$ cat config.mk
export PLATFORM = sky130hd
export DESIGN_NAME = hbi_host_port
export DESIGN_NICKNAME = d
export VERILOG_FILES = /design/src/hdl/hbi_pkg.sv /design/src/hdl/hbi_host_port.sv /design/src/hdl/hbi_sync.sv /design/src/hdl/hbi_ser_rx.sv
export SDC_FILE = /design/constraint.sdc
export NUM_CORES = 1
export LEC_CHECK = 0
export ABC_AREA = 1
export BUFFER_PORTS_ARGS = -buffer_cell sky130_fd_sc_hd__buf_2
export CAP_MARGIN = 20
export CORE_MARGIN = 8
export CORE_UTILIZATION = 55
export CTS_BUF_LIST = sky130_fd_sc_hd__clkbuf_8
export DETAILED_ROUTE_END_ITERATION = 12
export PLACE_DENSITY = 0.79
export RECOVER_POWER = 100
export REMOVE_ABC_BUFFERS = 1
export SLEW_MARGIN = 20
export SYNTH_ARGS = -nofsm -noshare
export SYNTH_HDL_FRONTEND = slang
export SYNTH_HIERARCHICAL = 1
export SYNTH_SLANG_ARGS = --single-unit
$ cat constraint.sdc
create_clock -name clk -period 4.1 [get_ports clk]
set_input_delay 0.82 -clock clk [delete_from_list [all_inputs] [get_ports clk]]
set_output_delay 0.82 -clock clk [all_outputs]
set_load 0.05 [all_outputs]
$ cat src/hdl/hbi_pkg.sv
// Shared constants and carrier types for the host bus interface
package hbi_pkg;

  // ----------------------------------------------------------------
  // Data path layout
  // ----------------------------------------------------------------
  localparam int         HBI_DW          = 8;
  localparam int         HBI_STAT_LSB    = 4;
  localparam logic [3:0] HBI_STAT_LOW    = 4'h0;
  localparam int         HBI_SER_BITS    = 8;
  localparam logic [2:0] HBI_SER_LAST    = 3'h7;
  localparam logic [2:0] HBI_SER_CNT_RST = 3'h0;
  localparam int         HBI_SDI_BIT     = 7;
  localparam int         HBI_SCLK_BIT    = 6;
  localparam logic [7:0] HBI_DOE_ALL     = 8'hff;
  localparam logic [7:0] HBI_DOE_NONE    = 8'h00;
  localparam logic [7:0] HBI_DOUT_RST    = 8'h00;

  // ----------------------------------------------------------------
  // Timing
  // ----------------------------------------------------------------
  localparam int HBI_CLK_NS      = 40;
  localparam int HBI_RST_MIN_NS  = 1000;
  localparam int HBI_RST_MIN_CYC = (HBI_RST_MIN_NS + HBI_CLK_NS - 1) / HBI_CLK_NS;
  localparam int HBI_SYNC_STAGES = 2;

  // ----------------------------------------------------------------
  // Carriers
  // ----------------------------------------------------------------
  typedef struct packed {
    logic       ps;      // High: parallel, low: serial
    logic       fam;     // High: enable + read/write, low: separate strobes
    logic       cs_n;
    logic       clr_n;
    logic       dc;      // High: display data, low: control data
    logic       strb_a;  // E or read strobe
    logic       strb_b;  // R/W or write strobe
    logic [7:0] d;
  } hbi_pin_t;

  typedef struct packed {
    logic       is_data;
    logic [7:0] data;
  } hbi_byte_t;

  localparam hbi_pin_t  HBI_PIN_RST  = 15'h5300;
  localparam hbi_byte_t HBI_BYTE_RST = 9'h000;

endpackage

$ cat src/hdl/hbi_host_port.sv
// Host access port: parallel 6800/8080 style or write-only serial
`timescale 1ns/1ns
module hbi_host_port
  import hbi_pkg::*;
(
  input  wire logic       clk,
  input  wire logic       rst_b,
  input  wire logic       ser_par_sel,
  input  wire logic       host_bus_family_sel,
  input  wire logic       chip_select_n,
  input  wire logic       init_clear_n,
  input  wire logic       dc_sel,
  input  wire logic       rd_en_pin,
  input  wire logic       wr_rw_pin,
  input  wire logic [7:0] d_in,
  output logic      [7:0] d_out,
  output logic      [7:0] d_oe,
  input  wire logic [3:0] status_flags,
  input  wire logic [7:0] disp_rd_data,
  output logic            wr_vld,
  output hbi_byte_t       wr_byte,
  output logic            rd_done,
  output logic            rd_done_is_data,
  output logic            clearing
);

  // ----------------------------------------------------------------
  // Pin synchronisation
  // ----------------------------------------------------------------
  hbi_pin_t pin_raw;
  hbi_pin_t s;
  hbi_pin_t s_q_r;

  assign pin_raw = '{ps: ser_par_sel, fam: host_bus_family_sel, cs_n: chip_select_n,
                     clr_n: init_clear_n, dc: dc_sel, strb_a: rd_en_pin,
                     strb_b: wr_rw_pin, d: d_in};

  hbi_sync #(
    .W   ($bits(hbi_pin_t)),
    .RST (HBI_PIN_RST)
  ) u_sync (
    .clk   (clk),
    .rst_b (rst_b),
    .d     (pin_raw),
    .q     (s)
  );

  // Previous sample, for strobe edges and for data held during the strobe
  always_ff @(posedge clk or negedge rst_b) begin
    if (!rst_b) begin
      s_q_r <= HBI_PIN_RST;
    end else begin
      s_q_r <= s;
    end
  end

  // ----------------------------------------------------------------
  // Decode
  // ----------------------------------------------------------------
  wire clr     = ~s.clr_n;
  wire par     = s.ps;
  wire fam68   = s.fam;
  wire sel     = ~s.cs_n;
  wire sel_q   = ~s_q_r.cs_n;

  // Separate strobes: write taken when the write strobe rises under select
  wire wr80    = par & ~fam68 & sel_q & ~s_q_r.strb_b & s.strb_b;
  // Enable+R/W: write closes on the falling enable with R/W low
  wire wr68    = par & fam68 & sel_q & s_q_r.strb_a & ~s.strb_a
                 & ~s_q_r.strb_b;
  // Read window; serial mode never opens one
  wire rd80    = ~fam68 & ~s.strb_a;
  wire rd68    = fam68 & s.strb_a & s.strb_b;
  wire rd_act  = par & sel & (rd80 | rd68);

  wire       ser_en = ~par & sel & ~clr;
  logic      ser_vld;
  hbi_byte_t ser_byte;

  hbi_ser_rx u_ser (
    .clk      (clk),
    .rst_b    (rst_b),
    .en       (ser_en),
    .sclk     (s.d[HBI_SCLK_BIT]),
    .sdi      (s.d[HBI_SDI_BIT]),
    .dc       (s.dc),
    .byte_vld (ser_vld),
    .byte_o   (ser_byte)
  );

  // ----------------------------------------------------------------
  // Next values
  // ----------------------------------------------------------------
  // Status read puts the flags high and forces the low nibble to zero
  wire [7:0] stat_byte = {status_flags, HBI_STAT_LOW};
  wire [7:0] rd_byte   = s.dc ? disp_rd_data : stat_byte;

  wire       par_wr    = wr80 | wr68;
  wire       wr_vld_nxt = ~clr & (par_wr | ser_vld);
  hbi_byte_t par_byte;
  assign par_byte = '{is_data: s_q_r.dc, data: s_q_r.d};
  hbi_byte_t wr_byte_nxt;
  assign wr_byte_nxt = par_wr ? par_byte : ser_byte;

  wire [7:0] d_oe_nxt    = (rd_act & ~clr) ? HBI_DOE_ALL : HBI_DOE_NONE;
  logic      rd_act_q_r;
  logic      rd_dc_r;
  wire       rd_end      = rd_act_q_r & ~rd_act & ~clr;

  // ----------------------------------------------------------------
  // Output registers
  // ----------------------------------------------------------------
  // Clear pin acts by level: every cycle it is low the state is held clear,
  // so a pulse shorter than one clock may be missed by the synchroniser.
  always_ff @(posedge clk or negedge rst_b) begin
    if (!rst_b) begin
      d_oe <= HBI_DOE_NONE;
      d_out <= HBI_DOUT_RST;
    end else begin
      d_oe <= d_oe_nxt;
      d_out <= clr ? HBI_DOUT_RST : rd_byte;
    end
  end

  always_ff @(posedge clk or negedge rst_b) begin
    if (!rst_b) begin
      wr_vld  <= 1'b0;
      wr_byte <= HBI_BYTE_RST;
    end else begin
      wr_vld  <= wr_vld_nxt;
      wr_byte <= clr ? HBI_BYTE_RST : (wr_vld_nxt ? wr_byte_nxt : wr_byte);
    end
  end

  // Read end lets the core advance its address after the host has the byte
  always_ff @(posedge clk or negedge rst_b) begin
    if (!rst_b) begin
      rd_act_q_r      <= 1'b0;
      rd_dc_r         <= 1'b0;
      rd_done         <= 1'b0;
      rd_done_is_data <= 1'b0;
      clearing        <= 1'b1;
    end else begin
      rd_act_q_r      <= rd_act & ~clr;
      rd_dc_r         <= rd_act ? s.dc : rd_dc_r;
      rd_done         <= rd_end;
      rd_done_is_data <= rd_end ? rd_dc_r : rd_done_is_data;
      clearing        <= clr;
    end
  end
endmodule

$ cat src/hdl/hbi_sync.sv
// Two-stage synchroniser for a vector of asynchronous pins
`timescale 1ns/1ns
module hbi_sync #(
  parameter int           W   = 1,
  parameter logic [W-1:0] RST = '0
) (
  input  wire logic         clk,
  input  wire logic         rst_b,
  input  wire logic [W-1:0] d,
  output logic      [W-1:0] q
);

  logic [W-1:0] meta_r;

  // First stage feeds only the second stage
  always_ff @(posedge clk or negedge rst_b) begin
    if (!rst_b) begin
      meta_r <= RST;
      q      <= RST;
    end else begin
      meta_r <= d;
      q      <= meta_r;
    end
  end

endmodule

$ cat src/hdl/hbi_ser_rx.sv
// Write-only serial byte receiver, shift clock sampled by the system clock
`timescale 1ns/1ns
module hbi_ser_rx
  import hbi_pkg::*;
(
  input  wire logic clk,
  input  wire logic rst_b,
  input  wire logic en,
  input  wire logic sclk,
  input  wire logic sdi,
  input  wire logic dc,
  output logic      byte_vld,
  output hbi_byte_t byte_o
);

  logic       sclk_q_r;
  logic [2:0] cnt_r;
  logic [6:0] sh_r;
  wire        rise = en & sclk & ~sclk_q_r;
  wire        last = (cnt_r == HBI_SER_LAST);

  always_ff @(posedge clk or negedge rst_b) begin
    if (!rst_b) begin
      sclk_q_r <= 1'b0;
      cnt_r    <= HBI_SER_CNT_RST;
      sh_r     <= 7'h00;
      byte_vld <= 1'b0;
      byte_o   <= HBI_BYTE_RST;
    end else begin
      sclk_q_r <= sclk;
      byte_vld <= rise & last;
      if (!en) begin
        cnt_r <= HBI_SER_CNT_RST;
      end else if (rise) begin
        cnt_r <= cnt_r + 3'h1;
        sh_r  <= {sh_r[5:0], sdi};
        if (last) begin
          byte_o <= '{is_data: dc, data: {sh_r, sdi}};
        end
      end
    end
  end
endmodule

Word-level counts from Yosys, hierarchy flattened
Cells that the tools add are included.
- register bits after elaboration: 94
- input port bits: 29
- output and inout bits: 29
- logic and storage cells: 72
- add/sub/neg operators: 1
- equal/unequal tests: 3
- multiplexer cells: 8
- bitwise gates (word level): 35
- reduce and logical (&&, ||, !) cells: 2
- operator list (operator ; count):
    2-to-1 mux 9 bit ; 3
    2-to-1 mux 8 bit ; 3
    AND 1 bit ; 23
    inverter 1 bit ; 9
    2-to-1 mux 3 bit ; 2
    inequality test 2 bit (second input constant) ; 2
    adder 3 x 1 -> 3 bit (second input constant) ; 1
    == test 3 bit (second input constant) ; 1
    bitwise OR 1 bit ; 3
    AND reduction 3 bit ; 1
    AND reduction 2 bit ; 1

Depth between registers and ports, before layout
Gate-level depths: netlist of the first run.
- depth in word-level cells: 10
- gate-level depth with buffers: 9
- depth with buffers taken out: 8

By module
Netlist of the first run, hierarchy kept.
- modules (own cells, without submodules) (module ; instances ; cells each ; area an instance (um^2) ; sequential area each (um^2)):
    hbi_host_port ; 1 ; 149 ; 1432.6 ; 880.8
    hbi_ser_rx ; 1 ; 89 ; 853.3 ; 525.5
    hbi_sync ; 1 ; 30 ; 760.7 ; 760.7

Least setup slack after synthesis of the first run
No wires, ideal clock.
- path type: register to output
- from: register, netlist name d_oe[6]
- to: output d_oe[0]
- arrival: 661 ps
- required time: 3280 ps
- path slack: 2619 ps
- cell stages (with the launch flop): 2
- buffers on the path: 1
- path through: dfrtp_1 > buf_4
- RTL lines (what ; line ; text):
    end: declaration ; hbi_host_port.sv:17 ; output logic [7:0] d_oe,

Worst setup path in the final report of the first run
- from: register u_sync.q[11]
- to: register u_ser.cnt_r[1]
- cells in the longest elaborated chain, start to end: 4
- elaborated cells on any way between the ends: 5
- those cells by class: eq/ne (1); mux (1); bitwise (3)
- ends and longest elaborated chain (what ; line ; text):
    start: declaration ; hbi_sync.sv:10 ; output logic [W-1:0] q
    start signal: assignment ; hbi_sync.sv:22 ; q <= meta_r;
    AND 1 bit * ; hbi_host_port.sv:76 ; wire ser_en = ~par & sel & ~clr;
    via ser_en ; hbi_host_port.sv:76 ;
    AND 1 bit (2 in series) ; hbi_ser_rx.sv:19 ; wire rise = en & sclk & ~sclk_q_r;
    inequality test 2 bit (no source line) ; -- ;
    end signal: assignment ; hbi_ser_rx.sv:35 ; cnt_r <= cnt_r + 3'h1;
    end: declaration ; hbi_ser_rx.sv:17 ; logic [2:0] cnt_r;
The timed path passes the listed nets; every way through them passes the cells marked *.
A chain may end at the register's enable or synchronous reset.

==> impl_metrics.json, run 1 <==
{
  "rsz0062_at_grt": "false",
  "cts_tree": "yes",
  "yosysMostFrequentCell": "nand2_1",
  "grt_max_degree": 87,
  "period_needed_ps": 2650,
  "async_flop_share": 1.00,
  "finClkSkew_ps": 8.61,
  "hold_path_class": "register to register",
  "p_per_area_mw_per_mm2": 489,
  "netlist-cell-type-count": 25,
  "die_area_mm2": 0.00818,
  "tns_ps": 0,
  "critPathLaunchType": "register",
  "busiest_layer": "met2",
  "grt_usage": 0.140,
  "worst_pin_slew_ps": 1930,
  "ant_nets": 0,
  "endpoint_kind": "register",
  "finalCritPeriodShare": 0.645,
  "final_area_mm2": 0.00349,
  "fmax_mhz": 378,
  "hold_viol": 0,
  "wl_per_cell_um": 13.4,
  "p_clk_frac": 0.408,
  "drive_above_1_share": 0.174,
  "p_leak_uw": 0.00181,
  "dpl_cell_area_mm2": 0.00333,
  "peakVddDrop_mv": 0.301,
  "seqPwrFrac": 0.534,
  "p_total_uw": 1710,
  "grt_pass1_vias": 1962,
  "status": "finished with violations",
  "netSwitchingPower_uw": 373,
  "syn_area_mm2": 0.00305,
  "synth_warnings": 6,
  "p_int_uw": 1330,
  "via_per_inst": 4.87,
  "pwr-share-comb": 0.057,
  "path_max_fanout": 19,
  "synthTopCellsByArea": "dfrtp_1 (61%), nand2_1 (10%), dfstp_2 (10%)",
  "drcViolationCount": 0,
  "io_pins": 58,
  "post_cts_buffers": 0,
  "first_iter_violations": 130,
  "n_antenna_cell": 0,
  "clk_latency_ps": 340,
  "synthTopCellsByCount": "nand2_1 (85), dfrtp_1 (74), nand3_1 (23)",
  "clock-sinks": 86,
  "max-slew-margin-rel": -0.287,
  "synth_flop_cell": "dfrtp_1",
  "final_nets": 354,
  "die_h_um": 90.4,
  "use_met2": 0.223,
  "maxCapViolations": 1,
  "drt_first_pass_iters": 4,
  "setup_viol": 0,
  "clockBufferDepth": 2,
  "antenna_found_initial": 0,
  "arrival_ps": 2910,
  "worst_ep_required_time_ps": 4370,
  "fp.coreArea_mm2": 0.00544,
  "grt-ovfl-total": 0,
  "swShare": 0.219,
  "postCtsHoldBufs": 0,
  "vias": 1949,
  "worstSetupPathType": "register to register",
  "synth_top_cell_area_share": 0.608,
  "yosysTopAreaCell": "dfrtp_1",
  "routed_wl_um": 5360,
  "synth_seq_cells": 86,
  "io_buffers": 57,
  "violations": "max-capacitance violations, max-slew violations",
  "synth_cells": 268,
  "synth_edf_count": 0,
  "htreeDepth": 3,
  "area.growth.synth_to_final_pct": 14.5,
  "row_count": 27,
  "grt_pass1_wl_um": 9100,
  "cts-root-buf": "clkbuf_8",
  "gp_congestion": 0.769,
  "numCtsBuffers": 9,
  "cts.reportedPaths.clkPinSlew_ps": 80,
  "met1_usage": 0.166,
  "finalMaxSlewViolations": 87,
  "cts_resized": 0,
  "yosysSeqAreaShare": 0.711,
  "gr-usage-met3": 0.0424,
  "synth_area_per_cell_um2": 11.4,
  "initial_core_util": 0.560,
  "fp.dieW_um": 90.4,
  "hpwl_um": 3610
}
-- power by group through the flow --
stage,Sequential [µW],Combinational (µW),Clock [µW]
after global routing,916,108,741
after detailed placement,928,105,0
after global placement,927,103,0
after CTS,912,106,712
final,912,97.8,696
after floorplan,955,27.5,0
-- cells by family after synthesis --
kind of cell / Yosys count / share of synthesized area
simple gates: 142 / 0.211
flops: 86 / 0.711
buf+inv: 29 / 0.0509
compound gates: 9 / 0.0185
fa+ha+maj: 2 / 0.00821
-- final timing paths --
path / from / slack, ps / cells past startpoint / endpoint
worst max-delay path: u_sync/q[11]$_DFF_PN0_ / 1450 / 6 / u_ser/cnt_r[1]$_DFFE_PN0P_
worst min-delay path: u_sync/meta_r[13]$_DFF_PN0_ / 350 / 0 / u_sync/q[13]$_DFF_PN0_
worst max register to register: u_sync/q[11]$_DFF_PN0_ / 1450 / 6 / u_ser/cnt_r[1]$_DFFE_PN0P_
worst min register to register: u_sync/meta_r[13]$_DFF_PN0_ / 350 / 0 / u_sync/q[13]$_DFF_PN0_
max in group asynchronous: rst_b / 1950 / 1 / u_sync/q[3]$_DFF_PN0_
min in group asynchronous: rst_b / 1020 / 1 / u_sync/meta_r[13]$_DFF_PN0_
-- per-layer routing --
metal  vias up  part of all wire
met4         0             0.018
met2        60              0.49
met5         -                 0
met3        10             0.060
met1       927              0.43
li1        952                 -
-- through the flow --
stage,util,cells,hold WS [ps],worst slack [ps]
global route,0.641,400,360,1150
CTS,0.658,400,353,1880
floorplan,-,255,331,596
finish,0.641,400,351,1450
detailed placement,0.612,384,335,1920
global placement,0.612,384,331,2020
-- final cells by class --
class	instances	area (µm²)
Multi-Input combinational cell	153	674
Tap cell	72	90.1
Clock buffer	10	138
Fill cell	445	1950
Inverter	16	60.1
Timing Repair Buffer	57	249
Clock inverter	6	110
Sequential cell	86	2170
-- critical path: stages, from the launching register on --
cell,delay (ps)
dfrtp_1,640
inv_1,160
nor3_1,540
nand2_2,70
nor2_1,860
nand2_1,170
nand2_1,120
-- state kept, by name (all words and copies together), names as in the netlist --
name	cells
u_ser/cnt_r	3
d_out	8
rd_dc_r	1
d_oe	1
u_ser/byte_o	9
u_ser/byte_vld	1
rd_done_is_data	1
clearing	1
rd_done	1
u_ser/sh_r	7
s_q_r	3
wr_vld	1
wr_byte	9
u_sync/meta_r	15
par_byte	9
u_sync/q	15
u_ser/sclk_q_r	1
-- cell usage in the layout, fill, tap and decap left out, types with 8 or more instances in the layout --
cell type and n:
nand2_1 86, dfrtp_1 74, clkbuf_1 29, buf_2 27
nand3_1 25, inv_1 15, nor2_1 15, nand4_1 10
clkbuf_8 10, dfstp_2 9, o21ai_0 8
(Power assumes the default switching activity.)
==> run 2, diff against run 1 <==
--- a/config.mk
+++ b/config.mk
@@ -5,14 +5,14 @@
 export SDC_FILE = /design/constraint.sdc
 export NUM_CORES = 1
 export LEC_CHECK = 0
-export ABC_AREA = 1
+export ABC_AREA = 0
 export BUFFER_PORTS_ARGS = -buffer_cell sky130_fd_sc_hd__buf_2
 export CAP_MARGIN = 20
 export CORE_MARGIN = 8
-export CORE_UTILIZATION = 55
+export CORE_UTILIZATION = 51
 export CTS_BUF_LIST = sky130_fd_sc_hd__clkbuf_8
 export DETAILED_ROUTE_END_ITERATION = 12
-export PLACE_DENSITY = 0.79
+export PLACE_DENSITY = 0.77
 export RECOVER_POWER = 100
 export REMOVE_ABC_BUFFERS = 1
 export SLEW_MARGIN = 20
==> constraint.sdc (replaced) <==
create_clock -name clk -period 2.4 [get_ports clk]
set_input_delay 0.48 -clock clk [delete_from_list [all_inputs] [get_ports clk]]
set_output_delay 0.48 -clock clk [all_outputs]
set_load 0.05 [all_outputs]
==> run 2 against run 1 <==
- the run now ends clean
- clock power grew 90%
- synthesized cell count shrank 27%
- non-clock buffer count grew 4
- worst setup slack lost 860 ps
- count of clock-buffer cells in the layout grew 1
- clock skew grew 2.4 ps
- area after synthesis is essentially flat
- global-route usage shrank 1.8 points
- cell count shrank 17%
- critical endpoint is now clearing
- largest power group unchanged
==> impl_metrics.json, run 2 <==
{
  "status": "complete, no violations",
  "yosysSeqAreaShare": 0.712,
  "yosysMostFrequentCell": "dfrtp_1",
  "synth_area_per_cell_um2": 15.6,
  "rr_endpoint": "u_ser/sh_r[2]$_DFFE_PN0P_",
  "die_area_mm2": 0.00870,
  "async_flop_share": 1.00,
  "cp_num_buf_inv": 1,
  "syn_area_mm2": 0.00305,
  "worstSetupPathType": "register to primary output",
  "netlist-cell-type-count": 27,
  "synth_flop_cell": "dfrtp_1",
  "max-slew-margin-rel": 0.283,
  "rr_worst_depth": 5,
  "cts_resized": 0,
  "synth_warnings": 6,
  "synth_cells": 195,
  "final_nets": 284,
  "hold_path_class": "input port to register",
  "routed_wl_um": 4720,
  "crit_path_end": "clearing",
  "post-route-util": 0.617,
  "p_leak_uw": 0.00175,
  "pwr-share-comb": 0.071,
  "layout_commonest_cell": "dfrtp_1",
  "path_max_fanout": 1,
  "post_cts_buffers": 0,
  "swShare": 0.213,
  "clk_latency_ps": 340,
  "p_int_uw": 2450,
  "endpoint_kind": "primary output",
  "final_cell_mix": "dfrtp_1 (74), clkbuf_1 (31), buf_2 (27), mux2_2 (26), nand2_1 (20)",
  "hold_viol": 0,
  "yosysTopAreaCell": "dfrtp_1",
  "synthTopCellsByCount": "dfrtp_1 (74), mux2_2 (26), nand2_1 (20)",
  "antenna_found_initial": 0,
  "fp.coreArea_mm2": 0.00585,
  "synth_top_cell_area_share": 0.608,
  "rrSetupSlack_ps": 720,
  "drt_first_pass_iters": 4,
  "fmax_mhz": 553,
  "critPathLaunch": "clearing$_DFF_PN1_",
  "seqPwrFrac": 0.504,
  "cts.reportedPaths.clkPinSlew_ps": 80,
  "finalCritPeriodShare": 0.754,
  "netSwitchingPower_uw": 666,
  "maxCapViolations": 0,
  "first_iter_violations": 65,
  "grt_pass1_vias": 1706,
  "cts_tree": "yes",
  "clockBufferDepth": 2,
  "drcViolationCount": 0,
  "cts-root-buf": "clkbuf_8",
  "io_pins": 58,
  "gp_congestion": 0.691,
  "rsz0062_at_grt": "false",
  "numCtsBuffers": 9,
  "finalMaxSlewViolations": 0,
  "holdWs_ps": 234,
  "crit_chain": "clkbuf_1",
  "path_delay_family": "flip-flops",
  "crit_cells": 1,
  "ant_nets": 0,
  "p_clk_frac": 0.424,
  "synth_edf_count": 0,
  "finClkSkew_ps": 11.0,
  "area.growth.synth_to_final_pct": 18.5,
  "fill_cells": 462,
  "grt_max_degree": 46,
  "reg2reg_from": "u_sync/q[11]$_DFF_PN0_",
  "peakVddDrop_mv": 0.731,
  "postCtsHoldBufs": 0,
  "die_h_um": 93.3,
  "setup_viol": 0,
  "initial_core_util": 0.521,
  "synth_seq_cells": 86,
  "critical_path.slowest_cell": "dfstp_2",
  "hpwl_um": 3260,
  "synthTopCellsByArea": "dfrtp_1 (61%), dfstp_2 (10%), mux2_2 (9.6%)",
  "row_count": 28,
  "arrival_ps": 1330,
  "tns_ps": 0,
  "drive_above_1_share": 0.333,
  "clock-sinks": 86,
  "vias": 1573,
  "worst_ep_required_time_ps": 1920,
  "reg.largest.list": "u_sync/meta_r: 15 flops, u_sync/q: 15 flops",
  "grt-ovfl-total": 0,
  "fp.dieW_um": 93.3,
  "critPathLaunchType": "register",
  "grt_pass1_wl_um": 8200,
  "htreeDepth": 3,
  "cpPeakStageDelay_ps": 520,
  "p_per_area_mw_per_mm2": 864,
  "via_per_inst": 4.72,
  "n_antenna_cell": 0,
  "grt_usage": 0.121,
  "period_needed_ps": 1810,
  "worst_pin_slew_ps": 1080,
  "wl_per_cell_um": 14.2,
  "io_buffers": 57
}
-- run 2: cell count changes after synthesis, moves of 4 or more --
cell / change
nand2_1: -65
mux2_2: +26
nand3_1: -22
mux2i_1: +15
inv_1: -11
nand4_1: -9
nor2_1: -8
o21ai_0: -8
and3_1: +4
-- run 2: routing by layer --
layer  global-route usage  part of all wire  vias to the layer above
met5                    0                 0                        -
met4               0.0604             0.015                        0
met3               0.0489             0.074                        6
met2                0.182              0.46                       40
met1                0.149              0.46                      764
li1                     -                 -                      763
-- run 2: area by class of cell --
| class | count | area (µm²) | share of cell area |
|---|---|---|---|
| timing repair buffer | 61 | 284 | 0.0787 |
| multi-input combinational | 92 | 772 | 0.214 |
| clock buffer | 11 | 151 | 0.0420 |
| sequential | 86 | 2170 | 0.601 |
| inverter | 3 | 11.3 | 0.00312 |
| tap | 75 | 93.8 | 0.0260 |
| clock inverter | 5 | 129 | 0.0357 |
-- run 2: cell families after synthesis --
group / Yosys count / synth area share
DFF: 86 / 0.712
and+or+nand+nor: 43 / 0.0793
muxes: 41 / 0.145
buffers and inverters: 17 / 0.0337
AOI/OAI and AO/OA: 5 / 0.0189
adders and majority gates: 2 / 0.00822
xor gates and xnor gates: 1 / 0.00288
-- run 2: metrics by stage --
stage          setup slack (ps)  instances  total power [µW]  cell area (µm²)
6_report                    591        333              3120             3610
5_1_grt                     486        333              3260             3610
4_1_cts                     789        333              3170             3660
3_5_place_dp                858        317              1840             3380
3_3_place_gp                908        317              1830             3380
2_1_floorplan              -897        181              1730             2950
-- run 2: power by group through the flow --
stage          clock (µW)  combinational, µW  sequential (µW)
3_3_place_gp            0                232             1600
2_1_floorplan           0               58.7             1670
6_report             1320                223             1570
5_1_grt              1430                244             1580
4_1_cts              1360                236             1570
3_5_place_dp            0                236             1600
-- run 2: worst min-delay path by stage --
| stage | end | depth (start not counted) | start |
|---|---|---|---|
| after global placement | u_sync/q[4]$_DFF_PN0_ | 0 | u_sync/meta_r[4]$_DFF_PN0_ |
| after global routing | u_sync/meta_r[9]$_DFF_PN1_ | 1 | rd_en_pin |
| after CTS | u_sync/meta_r[6]$_DFF_PN0_ | 1 | rst_b |
| after floorplan | d_oe[6]$_DFF_PN0_ | 0 | rst_b |
| after detailed placement | par_byte[3]$_DFF_PN0_ | 0 | u_sync/q[3]$_DFF_PN0_ |
| final | u_sync/meta_r[8]$_DFF_PN1_ | 1 | wr_rw_pin |
